===== config.mk =====
export PLATFORM = sky130hd
export DESIGN_NAME = dtgc_top
export DESIGN_NICKNAME = d
export VERILOG_FILES = /design/src/core/dtgc_pkg.sv /design/src/core/dtgc_tone_path.sv /design/src/core/dtgc_top.sv
export SDC_FILE = /design/constraint.sdc
export NUM_CORES = 1
export LEC_CHECK = 0
export BUFFER_PORTS_ARGS = -buffer_cell sky130_fd_sc_hd__buf_4
export CAP_MARGIN = 20
export CORE_ASPECT_RATIO = 0.5
export CORE_UTILIZATION = 55
export DETAILED_ROUTE_END_ITERATION = 8
export PLACE_DENSITY = 0.77
export SLEW_MARGIN = 20
export SYNTH_ARGS = -nofsm -noshare
export SYNTH_HDL_FRONTEND = slang
export SYNTH_HIERARCHICAL = 1
export SYNTH_SLANG_ARGS = --single-unit

===== constraint.sdc =====
create_clock -name clk -period 7.1 [get_ports clk]
set_clock_uncertainty 0.2 [all_clocks]
set_input_delay 0.71 -clock clk [delete_from_list [all_inputs] [get_ports clk]]
set_output_delay 0.71 -clock clk [all_outputs]
set_load 0.1 [all_outputs]

===== src/core/dtgc_pkg.sv =====
package dtgc_pkg;
  localparam int          CLK_HZ          = 250_000_000;
  localparam int          BURST_MS        = 51;
  localparam int          BURST_CYC       = CLK_HZ / 1000 * BURST_MS;
  localparam int          CNT_W           = 26;
  localparam int          SEG_NUM         = 32;
  localparam int          DIV_W           = 16;
  localparam int          CRA_TONE_OUTPUT_ENABLE_BIT    = 0;
  localparam int          CRA_MODE_BIT    = 1;
  localparam int          CRA_IRQ_BIT     = 2;
  localparam int          CRA_REDIR_BIT   = 3;
  localparam int          CRB_BURST_BIT   = 0;
  localparam int          CRB_TEST_BIT    = 1;
  localparam int          CRB_SINGLE_BIT  = 2;
  localparam int          CRB_COL_BIT     = 3;
  localparam int          ST_IRQ_BIT      = 0;
  localparam int          ST_TXRDY_BIT    = 1;
  localparam int          ST_RXFULL_BIT   = 2;
  localparam int          ST_DSTEER_BIT   = 3;
  localparam logic [3:0]  CRA_RESET       = 4'h0;
  localparam logic [3:0]  CRB_RESET       = 4'h0;
  localparam logic [3:0]  CODE_RESET      = 4'h0;
  // segment lengths in clk cycles; arbitrary short values, each row and column distinct
  localparam logic [15:0] ROW_DIV [4]     = '{16'h015E, 16'h013D, 16'h011F, 16'h0103};
  localparam logic [15:0] COL_DIV [4]     = '{16'h00CA, 16'h00B7, 16'h00A5, 16'h0095};

  typedef enum logic [2:0] {
    DTGC_IDLE  = 3'b001,
    DTGC_BURST = 3'b010,
    DTGC_PAUSE = 3'b100
  } dtgc_state_t;
endpackage : dtgc_pkg


===== src/core/dtgc_tone_path.sv =====
`timescale 1ns/100ps
module dtgc_tone_path (
  input  wire logic        clk,
  input  wire logic        srst,
  input  wire logic        run,
  input  wire logic [15:0] seg_len,
  output logic      [4:0]  phase,
  output logic      [7:0]  sample
);
  logic [15:0] div_cnt;
  logic [15:0] next_div_cnt;
  logic [4:0]  next_phase;
  logic [7:0]  next_sample;

  function automatic logic [7:0] dtgc_sine(input logic [4:0] idx);
    logic [7:0] q;
    logic [2:0] k;
    q = 8'h00;
    k = idx[3] ? 3'(~idx[2:0]) : idx[2:0];
    case (k)
      3'd0: q = 8'h00;
      3'd1: q = 8'h19;
      3'd2: q = 8'h31;
      3'd3: q = 8'h47;
      3'd4: q = 8'h5A;
      3'd5: q = 8'h6A;
      3'd6: q = 8'h76;
      default: q = 8'h7D;
    endcase
    if (idx[3] && idx[2:0] == 3'd0) q = 8'h7F;
    return idx[4] ? 8'(8'h80 - q) : 8'(8'h80 + q);
  endfunction : dtgc_sine

  always_comb begin
    next_div_cnt = div_cnt;
    next_phase   = phase;
    if (!run) begin
      next_div_cnt = 16'h0000;
      next_phase   = 5'h00;
    end else if (div_cnt >= 16'(seg_len - 16'h0001)) begin
      next_div_cnt = 16'h0000;
      next_phase   = 5'(phase + 5'h01);
    end else begin
      next_div_cnt = 16'(div_cnt + 16'h0001);
    end
    next_sample = run ? dtgc_sine(next_phase) : 8'h80;
  end

  always_ff @(posedge clk) begin
    if (srst) begin
      div_cnt <= 16'h0000;
      phase   <= 5'h00;
      sample  <= 8'h80;
    end else begin
      div_cnt <= next_div_cnt;
      phase   <= next_phase;
      sample  <= next_sample;
    end
  end
endmodule : dtgc_tone_path


===== src/core/dtgc_top.sv =====
`timescale 1ns/100ps
module dtgc_top (
  input  wire logic       clk,
  input  wire logic       srst,
  input  wire logic       cs_n,
  input  wire logic       rd_n,
  input  wire logic       wr_n,
  input  wire logic       register_select_line,
  input  wire logic [3:0] data_in,
  output logic      [3:0] data_out,
  output logic            data_oe,
  input  wire logic       rx_valid,
  input  wire logic [3:0] rx_code,
  input  wire logic       rx_steer,
  input  wire logic       progress_limited_in,
  output logic            irq_progress_pin_out,
  output logic            irq_progress_pin_oe,
  output logic            tone_active,
  output logic      [7:0] row_sample,
  output logic      [7:0] col_sample
);
  localparam int               CNT_W     = dtgc_pkg::CNT_W;
  localparam logic [CNT_W-1:0] BURST_LEN = CNT_W'(dtgc_pkg::BURST_CYC);

  logic [3:0]  transceiver_control_a;
  logic [3:0]  transceiver_control_b;
  logic [3:0]  tx_code;
  logic [3:0]  rx_data;
  logic        rx_full;
  logic        tx_ready;
  logic        second_control_redirect;
  logic        wr_q;
  logic        rd_q;
  logic [3:0]  next_cra;
  logic [3:0]  next_crb;
  logic [3:0]  next_tx_code;
  logic [3:0]  next_rx_data;
  logic        next_rx_full;
  logic        next_tx_ready;
  logic        next_redirect;
  logic        wr_edge;
  logic        rd_edge;
  logic        code_wr;
  logic        ctrl_wr;
  logic        rx_rd;
  logic        st_rd;
  logic        tone_output_enable;
  logic        progress_mode_select;
  logic        irq_en;
  logic        burst_mode;
  logic        single_tone;
  logic        col_only;

  dtgc_pkg::dtgc_state_t state;
  dtgc_pkg::dtgc_state_t next_state;
  logic [CNT_W:0]  burst_cnt;
  logic [CNT_W:0]  next_burst_cnt;
  logic [CNT_W:0]  term_cnt;
  logic [7:0]      two_of_eight;
  logic [15:0]     row_len;
  logic [15:0]     col_len;
  logic            gen_on;
  logic            row_run;
  logic            col_run;
  logic [7:0]      row_raw;
  logic [7:0]      col_raw;
  logic            irq_level;
  logic            next_data_oe;
  logic [3:0]      next_data_out;
  logic [7:0]      next_row_sample;
  logic [7:0]      next_col_sample;
  logic            next_pin_oe;

  function automatic logic [7:0] dtgc_decode(input logic [3:0] code);
    logic [1:0] r;
    logic [1:0] c;
    r = 2'd0;
    c = 2'd0;
    case (code)
      4'h1: begin r = 2'd0; c = 2'd0; end
      4'h2: begin r = 2'd0; c = 2'd1; end
      4'h3: begin r = 2'd0; c = 2'd2; end
      4'h4: begin r = 2'd1; c = 2'd0; end
      4'h5: begin r = 2'd1; c = 2'd1; end
      4'h6: begin r = 2'd1; c = 2'd2; end
      4'h7: begin r = 2'd2; c = 2'd0; end
      4'h8: begin r = 2'd2; c = 2'd1; end
      4'h9: begin r = 2'd2; c = 2'd2; end
      4'hA: begin r = 2'd3; c = 2'd1; end
      4'hB: begin r = 2'd3; c = 2'd0; end
      4'hC: begin r = 2'd3; c = 2'd2; end
      4'hD: begin r = 2'd0; c = 2'd3; end
      4'hE: begin r = 2'd1; c = 2'd3; end
      4'hF: begin r = 2'd2; c = 2'd3; end
      default: begin r = 2'd3; c = 2'd3; end
    endcase
    return {4'(4'h1 << c), 4'(4'h1 << r)};
  endfunction : dtgc_decode

  function automatic logic [1:0] dtgc_index(input logic [3:0] hot);
    logic [1:0] i;
    i = 2'd0;
    case (hot)
      4'h2: i = 2'd1;
      4'h4: i = 2'd2;
      4'h8: i = 2'd3;
      default: i = 2'd0;
    endcase
    return i;
  endfunction : dtgc_index

  // bus decode
  assign tone_output_enable   = transceiver_control_a[dtgc_pkg::CRA_TONE_OUTPUT_ENABLE_BIT];
  assign progress_mode_select = transceiver_control_a[dtgc_pkg::CRA_MODE_BIT];
  assign irq_en               = transceiver_control_a[dtgc_pkg::CRA_IRQ_BIT];
  assign burst_mode           = !transceiver_control_b[dtgc_pkg::CRB_BURST_BIT];
  assign single_tone          = transceiver_control_b[dtgc_pkg::CRB_SINGLE_BIT];
  assign col_only             = transceiver_control_b[dtgc_pkg::CRB_COL_BIT];
  assign wr_edge = !cs_n && !wr_n && rd_n && !wr_q;
  assign rd_edge = !cs_n && !rd_n && wr_n && !rd_q;
  assign code_wr = wr_edge && !register_select_line;
  assign ctrl_wr = wr_edge && register_select_line;
  assign rx_rd   = rd_edge && !register_select_line;
  assign st_rd   = rd_edge && register_select_line;

  always_comb begin
    next_cra      = transceiver_control_a;
    next_crb      = transceiver_control_b;
    next_redirect = second_control_redirect;
    next_tx_code  = tx_code;
    next_rx_data  = rx_data;
    next_rx_full  = rx_full;
    if (ctrl_wr) begin
      if (second_control_redirect) begin
        next_crb      = data_in;
        next_redirect = 1'b0;
      end else begin
        next_cra      = data_in;
        next_redirect = data_in[dtgc_pkg::CRA_REDIR_BIT];
      end
    end
    if (code_wr) next_tx_code = data_in;
    if (st_rd || rx_rd) next_rx_full = 1'b0;
    if (rx_valid && !progress_mode_select) begin
      next_rx_data = rx_code;
      next_rx_full = 1'b1;
    end
  end

  // burst timer
  assign term_cnt = progress_mode_select ? {BURST_LEN, 1'b0} : {1'b0, BURST_LEN};
  always_comb begin
    next_state     = state;
    next_burst_cnt = burst_cnt;
    next_tx_ready  = tx_ready;
    if (st_rd) next_tx_ready = 1'b0;
    case (state)
      dtgc_pkg::DTGC_IDLE: begin
        next_burst_cnt = '0;
        if (code_wr && burst_mode) next_state = dtgc_pkg::DTGC_BURST;
      end
      dtgc_pkg::DTGC_BURST: begin
        next_burst_cnt = (CNT_W+1)'(burst_cnt + 1'b1);
        if (next_burst_cnt >= term_cnt) begin
          next_state     = dtgc_pkg::DTGC_PAUSE;
          next_burst_cnt = '0;
        end
      end
      dtgc_pkg::DTGC_PAUSE: begin
        next_burst_cnt = (CNT_W+1)'(burst_cnt + 1'b1);
        if (next_burst_cnt >= term_cnt) begin
          next_state    = dtgc_pkg::DTGC_IDLE;
          next_tx_ready = 1'b1;
        end
      end
      default: next_state = dtgc_pkg::DTGC_IDLE;
    endcase
    if (!burst_mode) begin
      next_state    = dtgc_pkg::DTGC_IDLE;
      next_tx_ready = 1'b0;
    end
  end

  always_ff @(posedge clk) begin
    if (srst) begin
      transceiver_control_a   <= dtgc_pkg::CRA_RESET;
      transceiver_control_b   <= dtgc_pkg::CRB_RESET;
      second_control_redirect <= 1'b0;
      tx_code                 <= dtgc_pkg::CODE_RESET;
      rx_data                 <= 4'h0;
      rx_full                 <= 1'b0;
      tx_ready                <= 1'b0;
      state                   <= dtgc_pkg::DTGC_IDLE;
      burst_cnt               <= '0;
      wr_q                    <= 1'b0;
      rd_q                    <= 1'b0;
    end else begin
      transceiver_control_a   <= next_cra;
      transceiver_control_b   <= next_crb;
      second_control_redirect <= next_redirect;
      tx_code                 <= next_tx_code;
      rx_data                 <= next_rx_data;
      rx_full                 <= next_rx_full;
      tx_ready                <= next_tx_ready;
      state                   <= next_state;
      burst_cnt               <= next_burst_cnt;
      wr_q                    <= !cs_n && !wr_n;
      rd_q                    <= !cs_n && !rd_n;
    end
  end

  // generator
  assign two_of_eight = dtgc_decode(tx_code);
  assign row_len = dtgc_pkg::ROW_DIV[dtgc_index(two_of_eight[3:0])];
  assign col_len = dtgc_pkg::COL_DIV[dtgc_index(two_of_eight[7:4])];
  // generator gated by enable and burst phase, each tone also by the single tone bits; the time base clears to phase 0 whenever run is low
  assign gen_on  = tone_output_enable && (!burst_mode || state == dtgc_pkg::DTGC_BURST);
  assign row_run = gen_on && (!single_tone || !col_only);
  assign col_run = gen_on && (!single_tone || col_only);

  dtgc_tone_path u_row (
    .clk     (clk),
    .srst    (srst),
    .run     (row_run),
    .seg_len (row_len),
    .phase   (),
    .sample  (row_raw)
  );

  dtgc_tone_path u_col (
    .clk     (clk),
    .srst    (srst),
    .run     (col_run),
    .seg_len (col_len),
    .phase   (),
    .sample  (col_raw)
  );

  // pin and read data
  always_comb begin
    irq_level = 1'b0;
    if (progress_mode_select) begin
      irq_level = irq_en && !progress_limited_in;
    end else if (transceiver_control_b[dtgc_pkg::CRB_TEST_BIT]) begin
      irq_level = !rx_steer;
    end else begin
      irq_level = irq_en && (rx_full || tx_ready);
    end
    next_pin_oe     = irq_level;
    next_data_oe    = !cs_n && !rd_n && wr_n;
    next_data_out   = data_out;
    if (rd_edge) next_data_out = register_select_line ?
                                 {rx_steer, rx_full, tx_ready, rx_full || tx_ready} : rx_data;
    next_row_sample = row_raw;
    next_col_sample = col_raw;
  end

  always_ff @(posedge clk) begin
    if (srst) begin
      irq_progress_pin_oe <= 1'b0;
      data_oe             <= 1'b0;
      data_out            <= 4'h0;
      row_sample          <= 8'h80;
      col_sample          <= 8'h80;
      tone_active         <= 1'b0;
    end else begin
      irq_progress_pin_oe <= next_pin_oe;
      data_oe             <= next_data_oe;
      data_out            <= next_data_out;
      row_sample          <= next_row_sample;
      col_sample          <= next_col_sample;
      tone_active         <= gen_on;
    end
  end
  assign irq_progress_pin_out = 1'b0;
endmodule : dtgc_top


# Word-level counts from Yosys, hierarchy flattened
# Memory sizes are Yosys's and may differ from the RTL's. A register that Yosys moved wholly into a read port is not among the register bits.
# Cells that the tools add are included.
[totals]
n_memories = 1
regBits = 131
rom_bits = 64
output_inout_bits = 24
[memory_table]
columns = ["name", "depth", "width", "rd", "rd_ports_with_merged_regs", "write_ports", "line_no", "source"]
rows = [
  ["(name not given)", 16, 4, 1, 1, 0, "dtgc_top.sv:79", "case (code)"],
]
[op_classes]
bitwise_logic = 7
n_reduce_logical = 50
add_sub_neg = 11
muxes = 38
eq_ne = 24
magnitude_cmp = 5
shift = 2
[ops]
columns = ["op", "n"]
rows = [
  ["one-hot mux 7 bit (7 select lines)", 2],
  ["one-hot mux 27 bit (3 select lines)", 1],
  ["binary-select mux 16 bit (select 2 bit)", 2],
  ["two-way mux 16 bit", 4],
  ["adder 16 x 1 -> 16 bit (second input constant)", 2],
  [">= comparator 16 bit", 2],
  ["subtractor 16 x 1 -> 16 bit (second input constant)", 2],
  ["adder 27 x 1 -> 27 bit (second input constant)", 1],
  [">= comparator 27 x 25 -> 1 bit", 1],
  ["two-way mux 27 bit", 1],
  ["two-way mux 25 bit", 1],
  ["equality test 3 bit (second input constant)", 7],
  ["two-way mux 5 bit", 4],
  ["logical AND 1 bit", 19],
  ["adder 8 x 7 -> 8 bit (first input constant)", 2],
  ["two-way mux 8 bit", 2],
  ["subtractor 8 x 7 -> 8 bit (first input constant)", 2],
  ["equality test 3 x 2 -> 1 bit (second input constant)", 5],
  ["two-way mux 3 bit", 5],
  ["two-way mux 7 bit", 2],
  ["logical NOT 1 bit", 12],
  ["logical NOT 3 bit", 4],
  ["two-way mux 4 bit", 3],
  ["one-hot mux 2 bit (3 select lines)", 2],
  ["other kinds (20)", 49],
]

# Depth between registers and ports, before layout
# Gate-level depths: netlist (run 1).
[logic_depth]
word_depth = 18
depth_mapped = 22

# Cells and area by module
# Netlist (run 1), hierarchy kept.
[by_module_without_submodules]
columns = ["mod", "cells_each", "n_inst", "area_each_um2"]
rows = [
  ["dtgc_top", 461, 1, 4008.8],
  ["dtgc_tone_path at u_col", 294, 1, 2353.5],
  ["dtgc_tone_path at u_row", 269, 1, 2210.9],
]

# Worst setup path before layout (run 1)
# No wires, ideal clock.
[synth_timing]
kind = "register to register"
startpoint = "reg (tool-made name)"
endpoint = "reg u_col.sample[6]"
setup_slack_ns = 2.405
setup_ns = 0.086
stages_incl_launch_ff = 21
path_buffers = 0
t_arrival_ns = 4.410
t_required_ns = 6.814
cell_sequence = "dfxtp_1 inv_1 ha_1 or2_2 or3_1 nor2_1 nand2_1 nor2_1 xnor2_1 ha_1 a21oi_1 o21ai_0 a21oi_1 a31o_2 a21o_1 nand3_1 maj3_1 ha_1 a211o_1 a22o_1 a211oi_1"
[synth_rtl]
columns = ["element", "line_no", "source"]
rows = [
  ["to (signal assigned)", "dtgc_tone_path.sv:57", "sample <= next_sample;"],
  ["to (decl)", "dtgc_tone_path.sv:8", "output logic [7:0] sample"],
]

==> results of run 1 <==
[cells in the mapped netlist, types with 11 or more instances]
cell / count
a21oi_1: 31
dfxtp_1: 135
nand3_1: 46
o21ai_0: 26
nand4_1: 28
ha_1: 64
inv_1: 36
nor2_1: 150
xnor2_1: 59
clkbuf_1: 30
nor2b_1: 22
and3_1: 20
xor2_1: 49
mux2i_1: 25
or3_1: 15
nand2b_1: 16
nand2_1: 66
nor3_1: 27
a211oi_1: 11
nor4_1: 16
[cells by family after synthesis]
family                   Yosys count  share of synthesized area
AND/OR/NAND/NOR                  450                     0.2674
AO/OA/AOI/OAI                    159                     0.1379
flip-flops                       135                     0.3152
XOR/XNOR                         109                     0.1122
buffers and inverters             75                    0.03634
adder cells (fa/ha/maj)           67                    0.09691
multiplexers                      27                    0.03313
other                              2                  0.0008760
[sequential cells by signal, indices dropped and copies added (netlist names), 5 cells and up, named ones only]
| register | flops |
|---|---|
| burst_cnt | 27 |
| col_sample | 8 |
| row_sample | 8 |
| u_col/div_cnt | 16 |
| u_col/phase | 5 |
| u_col/sample | 8 |
| u_row/div_cnt | 16 |
| u_row/phase | 5 |
| u_row/sample | 8 |
[area by class of cell]
type,instances,share of cell area
sequential,135,0.2769
tap,198,0.02538
clock buffer,17,0.04358
clock inverter,15,0.02128
inverter,37,0.01423
multi-input combinational,864,0.5887
timing repair buffer,39,0.02999
[path summary, 6_finish.rpt]
kind,startpoint,endpoint,slack [ps],depth (start not counted)
worst min-delay path,u_row/sample[7],row_sample[7],210,1
worst max register to register,register,u_col/sample[6],1740,20
worst min register to register,u_row/sample[7],row_sample[7],210,1
worst max-delay path,register,u_col/sample[6],1740,20
[stage by stage]
stage | hold slack [ps] | std cells | utilization | cell area [um2]
3_3_place_gp | 195.2 | 1273 | 0.6145 | 9129
2_1_floorplan | 189.5 | 1074 | - | 8761
6_report | 209.4 | 1305 | 0.6571 | 9762
5_1_grt | 218.6 | 1305 | 0.6571 | 9762
3_5_place_dp | 193.4 | 1273 | 0.6145 | 9129
4_1_cts | 209.7 | 1305 | 0.6571 | 9762
[layer usage]
metal / vias to the layer above / GRT usage
met4: 0 / 0.07062
met1: 3381 / 0.2940
met2: 134 / 0.3879
met5: - / 0
li1: 3729 / -
met3: 31 / 0.05598
[critical path, cell delays in order (launching register included)]
cell and delay [ps]:
dfxtp_1 360, inv_1 90, ha_1 170, or2_2 310
or3_1 370, nor2_1 210, nand2_1 100, nor2_1 120
xnor2_1 140, ha_1 280, a21oi_1 150, o21ai_0 170
a21oi_1 490, a31o_2 240, a21o_1 180, nand3_1 220
maj3_1 500, ha_1 260, a211o_1 270, a22o_1 200
a211oi_1 220
[power by group through the flow]
| stage | clock network [W] | logic (W) | registers [W] |
|---|---|---|---|
| after detailed placement | 0 | 0.0000895 | 0.000784 |
| after global routing | 0.000997 | 0.000101 | 0.000768 |
| final | 0.000941 | 0.0000919 | 0.000767 |
| after global placement | 0 | 0.0000865 | 0.000784 |
| after CTS | 0.000958 | 0.0000908 | 0.000767 |
| after floorplan | 0 | 0.0000615 | 0.000791 |
==> results.toml, run 1 <==
[yosys]
synth_largest_area_cell = "dfxtp_1"
yosysWarnings = 6
synthArstFlopShare = 0
synth_cells = 1024
syn_area_per_cell_um2 = 8.372
synth_area_um2 = 8573
synth.distinct_cells = 93
ys_top_cells_by_area = "dfxtp_1 (32%), ha_1 (9.3%), nor2_1 (6.6%)"
ys_ff_latch = 135
synth_edf_count = 0
synth_top_area_share = 0.3152
synth_flop_cell = "dfxtp_1"
yosysSeqAreaShare = 0.3152

[power_and_ir_drop]
vdd_drop_max_mv = 0.1766
power.density_nw_per_um2 = 184.4
p_int_w = 0.001366
p_comb_frac = 0.051
total_power_w = 0.001801
seq_power_share = 0.426
leakage_nw = 3.792
p_switching_w = 0.0004341
swShare = 0.2411
power_frac_clock = 0.523

[die]
die_h_um = 90.29
fp.dieW_um = 178.6
initial_utilization = 0.5771
ios = 41
core_area_um2 = 14860
row_count = 31
dieArea_um2 = 16120

[place]
place_worst_setup_slack_ps = 1872
io_buffers = 39
place.gp.congestion = 0.8662
hpwlAfterDp_um = 12920

[cts]
postCtsResizedCells = 0
cts_sinks = 135
clockBufferDepth = 2
clk_latency_ps = 420
cts-buffers-inserted = 17
cts_tree = "yes"
h-tree-depth = 4
hold_buffers = 0
cts_root_buffer = "clkbuf_16"
post_cts_buffers = 0
clk_transition_reported_paths_ps = 70

[sta]
rsz0062_at_grt = "false"
maxSlewViolCount = 0
max_clock_freq_ghz = 0.1867
slew_headroom = 0.3274
setup_violations = 0
fin_crit_ps = 5355
worst_slew_pin_slew_ps = 1009
fin_ws_ps = 1745
tns_ps = 0
min_period_over_period = 0.7543
hold_viol = 0

[setup_path]
start_kind = "register"
cp-end-kind = "register"
required_ps = 7230
path_class = "register to register"
cp.arrival_ps = 5480
worstPathMaxFanout = 7

[global_route]
grt_use_total = 0.2320
grt_max_degree = 61
antenna_found_initial = 0
grt-ovfl-total = 0
grt_pass1_wl_um = 30530
grt_pass1_vias = 6616

[flow_run]
maxCapViolations = 0

[drt]
vias = 7275
met3_length_um = 686
drt-wirelength-per-cell_um = 13.80
highest_layer = "met4"
vias_per_cell = 5.575
ant_nets = 0
drtIter0Drc = 580
wl_met2_um = 8595
wl_met1_um = 8460
drc = 0
dr.pass1.iters = 6
wl_um = 18010

[finish]
nets = 1175
mostFrequentLayoutCells = "nor2_1 (150), dfxtp_1 (135), nand2_1 (66), ha_1 (64), xnor2_1 (59)"
multiInputGateArea_um2 = 5747
seqCellArea_um2 = 2703
syn_to_final_growth_pct = 13.86
mostFrequentLayoutCell = "nor2_1"
final_layout_size_suffix_gt1_frac = 0.1066
fillers = 1223
antenna_cells = 0

[outcome]
outcome = "complete, no violations"

[worst_hold_path]
hp-class = "register to register"
No activity file was read; power rests on OpenSTA's default activity.
==> run 2: changes to the inputs <==
- clock period: 7.1 -> 5.2 ns (I/O delays scaled with it)
==> results.toml, run 2 (synthesized netlist as in run 1, its figures left out) <==
[drt]
vias = 7266
vias_per_cell = 5.542
wl_um = 18100
dr.pass1.iters = 5
drc = 0
drt-wirelength-per-cell_um = 13.81
ant_nets = 0
drtIter0Drc = 474

[setup_path]
cp_top_family = "compound AO/OA/AOI/OAI gates"
required_ps = 5330
cp-end-kind = "register"
start_kind = "register"
crit_buf_inv = 1
ff2ff_path_depth = 20
r2r-end = "u_col/sample[6]"
worstPathMaxFanout = 6
cp_slowest_cell = "or3_1"
crit_top_cell = "ha_1"
crit_path_cell_trace = "inv_1 -> ha_1 -> or2_2 -> or3_1 -> nor2_2 -> nand2_1 -> nor2_1 -> xnor2_1 -> ha_1 -> a21oi_1 -> o21ai_0 -> a21o_1 -> o31a_1 -> o21ai_2 -> a21oi_2 -> maj3_1 -> ha_1 -> a211o_1 -> a22o_1 -> a211oi_1"
slowest_delay_ps = 390
ff2ff_setup_slack_ps = 290
cp.arrival_ps = 5040
path_class = "register to register"

[power_and_ir_drop]
total_power_w = 0.002314
leakage_nw = 3.791
power.density_nw_per_um2 = 237.2
vdd_drop_max_mv = 0.2338

[finish]
antenna_cells = 0
largest_reg_flops = 27
final_layout_size_suffix_gt1_frac = 0.1159
nets = 1181
mostFrequentLayoutCell = "nor2_1"
largest-register = "burst_cnt"
syn_to_final_growth_pct = 13.81
reg_top3 = "burst_cnt: 27 flops, u_col/div_cnt: 16 flops, u_row/div_cnt: 16 flops"
mostFrequentLayoutCells = "nor2_1 (149), dfxtp_1 (135), nand2_1 (66), ha_1 (64), xnor2_1 (58)"

[die]
initial_utilization = 0.5771
fp.dieW_um = 178.6
die_h_um = 90.29
dieArea_um2 = 16120
row_count = 31
core_area_um2 = 14860
ios = 41

[sta]
min_period_over_period = 0.9450
maxSlewViolCount = 0
setup_violations = 0
slew_headroom = 0.4774
fin_crit_ps = 4914
worst_slew_pin_slew_ps = 777.4
hold-worst-slack_ps = 68.31
fin_ws_ps = 285.9
hold_viol = 0
max_clock_freq_ghz = 0.2035

[global_route]
grt_max_degree = 61
antenna_found_initial = 0
grt_pass1_wl_um = 30750
grt_pass1_vias = 6903
grt-ovfl-total = 0
grt_use_total = 0.2325

[cts]
cts_root_buffer = "clkbuf_16"
hold_buffers = 0
clk_latency_ps = 420
h-tree-depth = 4
cts_sinks = 135
postCtsResizedCells = 0
clk_transition_reported_paths_ps = 60
cts-buffers-inserted = 17
cts_tree = "yes"
post_cts_buffers = 0
clockBufferDepth = 2

[place]
io_buffers = 39
hpwlAfterDp_um = 13130
place_worst_setup_slack_ps = 215.7
place.gp.congestion = 0.8779

[flow_run]
maxCapViolations = 0

[worst_hold_path]
hold_end = "rd_q"
hp-class = "input port to register"
hold_start = "rd_n"
whs_path_depth = 2

[outcome]
outcome = "complete, no violations"
run 2: final cells by class:
type | count | area (um2)
inverter | 37 | 138.9
fill | 1249 | 5099
clock inverter | 15 | 131.4
clock buffer | 17 | 425.4
sequential | 135 | 2703
multi-input combinational | 864 | 5776
timing repair buffer | 45 | 335.3
tap | 198 | 247.7
run 2: how the worst max path moves through the flow:
stage                           end  slack (ps)  depth (start not counted)
finish              u_col/sample[6]         290                         20
global route        u_col/sample[6]         -40                         20
detailed placement  u_col/sample[6]         220                         20
CTS                 u_col/sample[6]         140                         20
floorplan           u_col/sample[6]         500                         20
global placement    u_col/sample[6]         330                         20
run 2: power breakdown:
group | switching [W] | leakage (nW) | internal, W | total (W)
logic | 0.0000782 | 2.43 | 0.0000464 | 0.000125
registers | 0.00000537 | 1.09 | 0.00104 | 0.00105
clock network | 0.000512 | 0.273 | 0.000630 | 0.00114
total | 0.000596 | 3.79 | 0.00172 | 0.00231
run 2: stage by stage:
stage / TNS (ps) / area (um2) / utilization / cells
floorplan: 0 / 8761 / - / 1074
global placement: 0 / 9166 / 0.6170 / 1278
detailed placement: 0 / 9166 / 0.6170 / 1278
CTS: 0 / 9723 / 0.6545 / 1310
global route: -47.47 / 9757 / 0.6568 / 1311
finish: 0 / 9757 / 0.6568 / 1311
run 2: layer usage:
layer / GRT usage / routed length [um] / share of wire
met5: 0 / 0 / 0
met4: 0.07980 / 260 / 0.014
met3: 0.04840 / 637 / 0.035
met2: 0.4034 / 8815 / 0.49
met1: 0.2840 / 8386 / 0.46
run 2: worst register-to-register path, stage by stage, from the launching register on:
cell and delay [ps]:
dfxtp_1 350, inv_1 80, ha_1 170, or2_2 310, or3_1 390, nor2_2 160
nand2_1 90, nor2_1 120, xnor2_1 130, ha_1 270, a21oi_1 140, o21ai_0 190
a21o_1 310, o31a_1 300, o21ai_2 180, a21oi_2 110, maj3_1 380, ha_1 260
a211o_1 270, a22o_1 180, a211oi_1 220
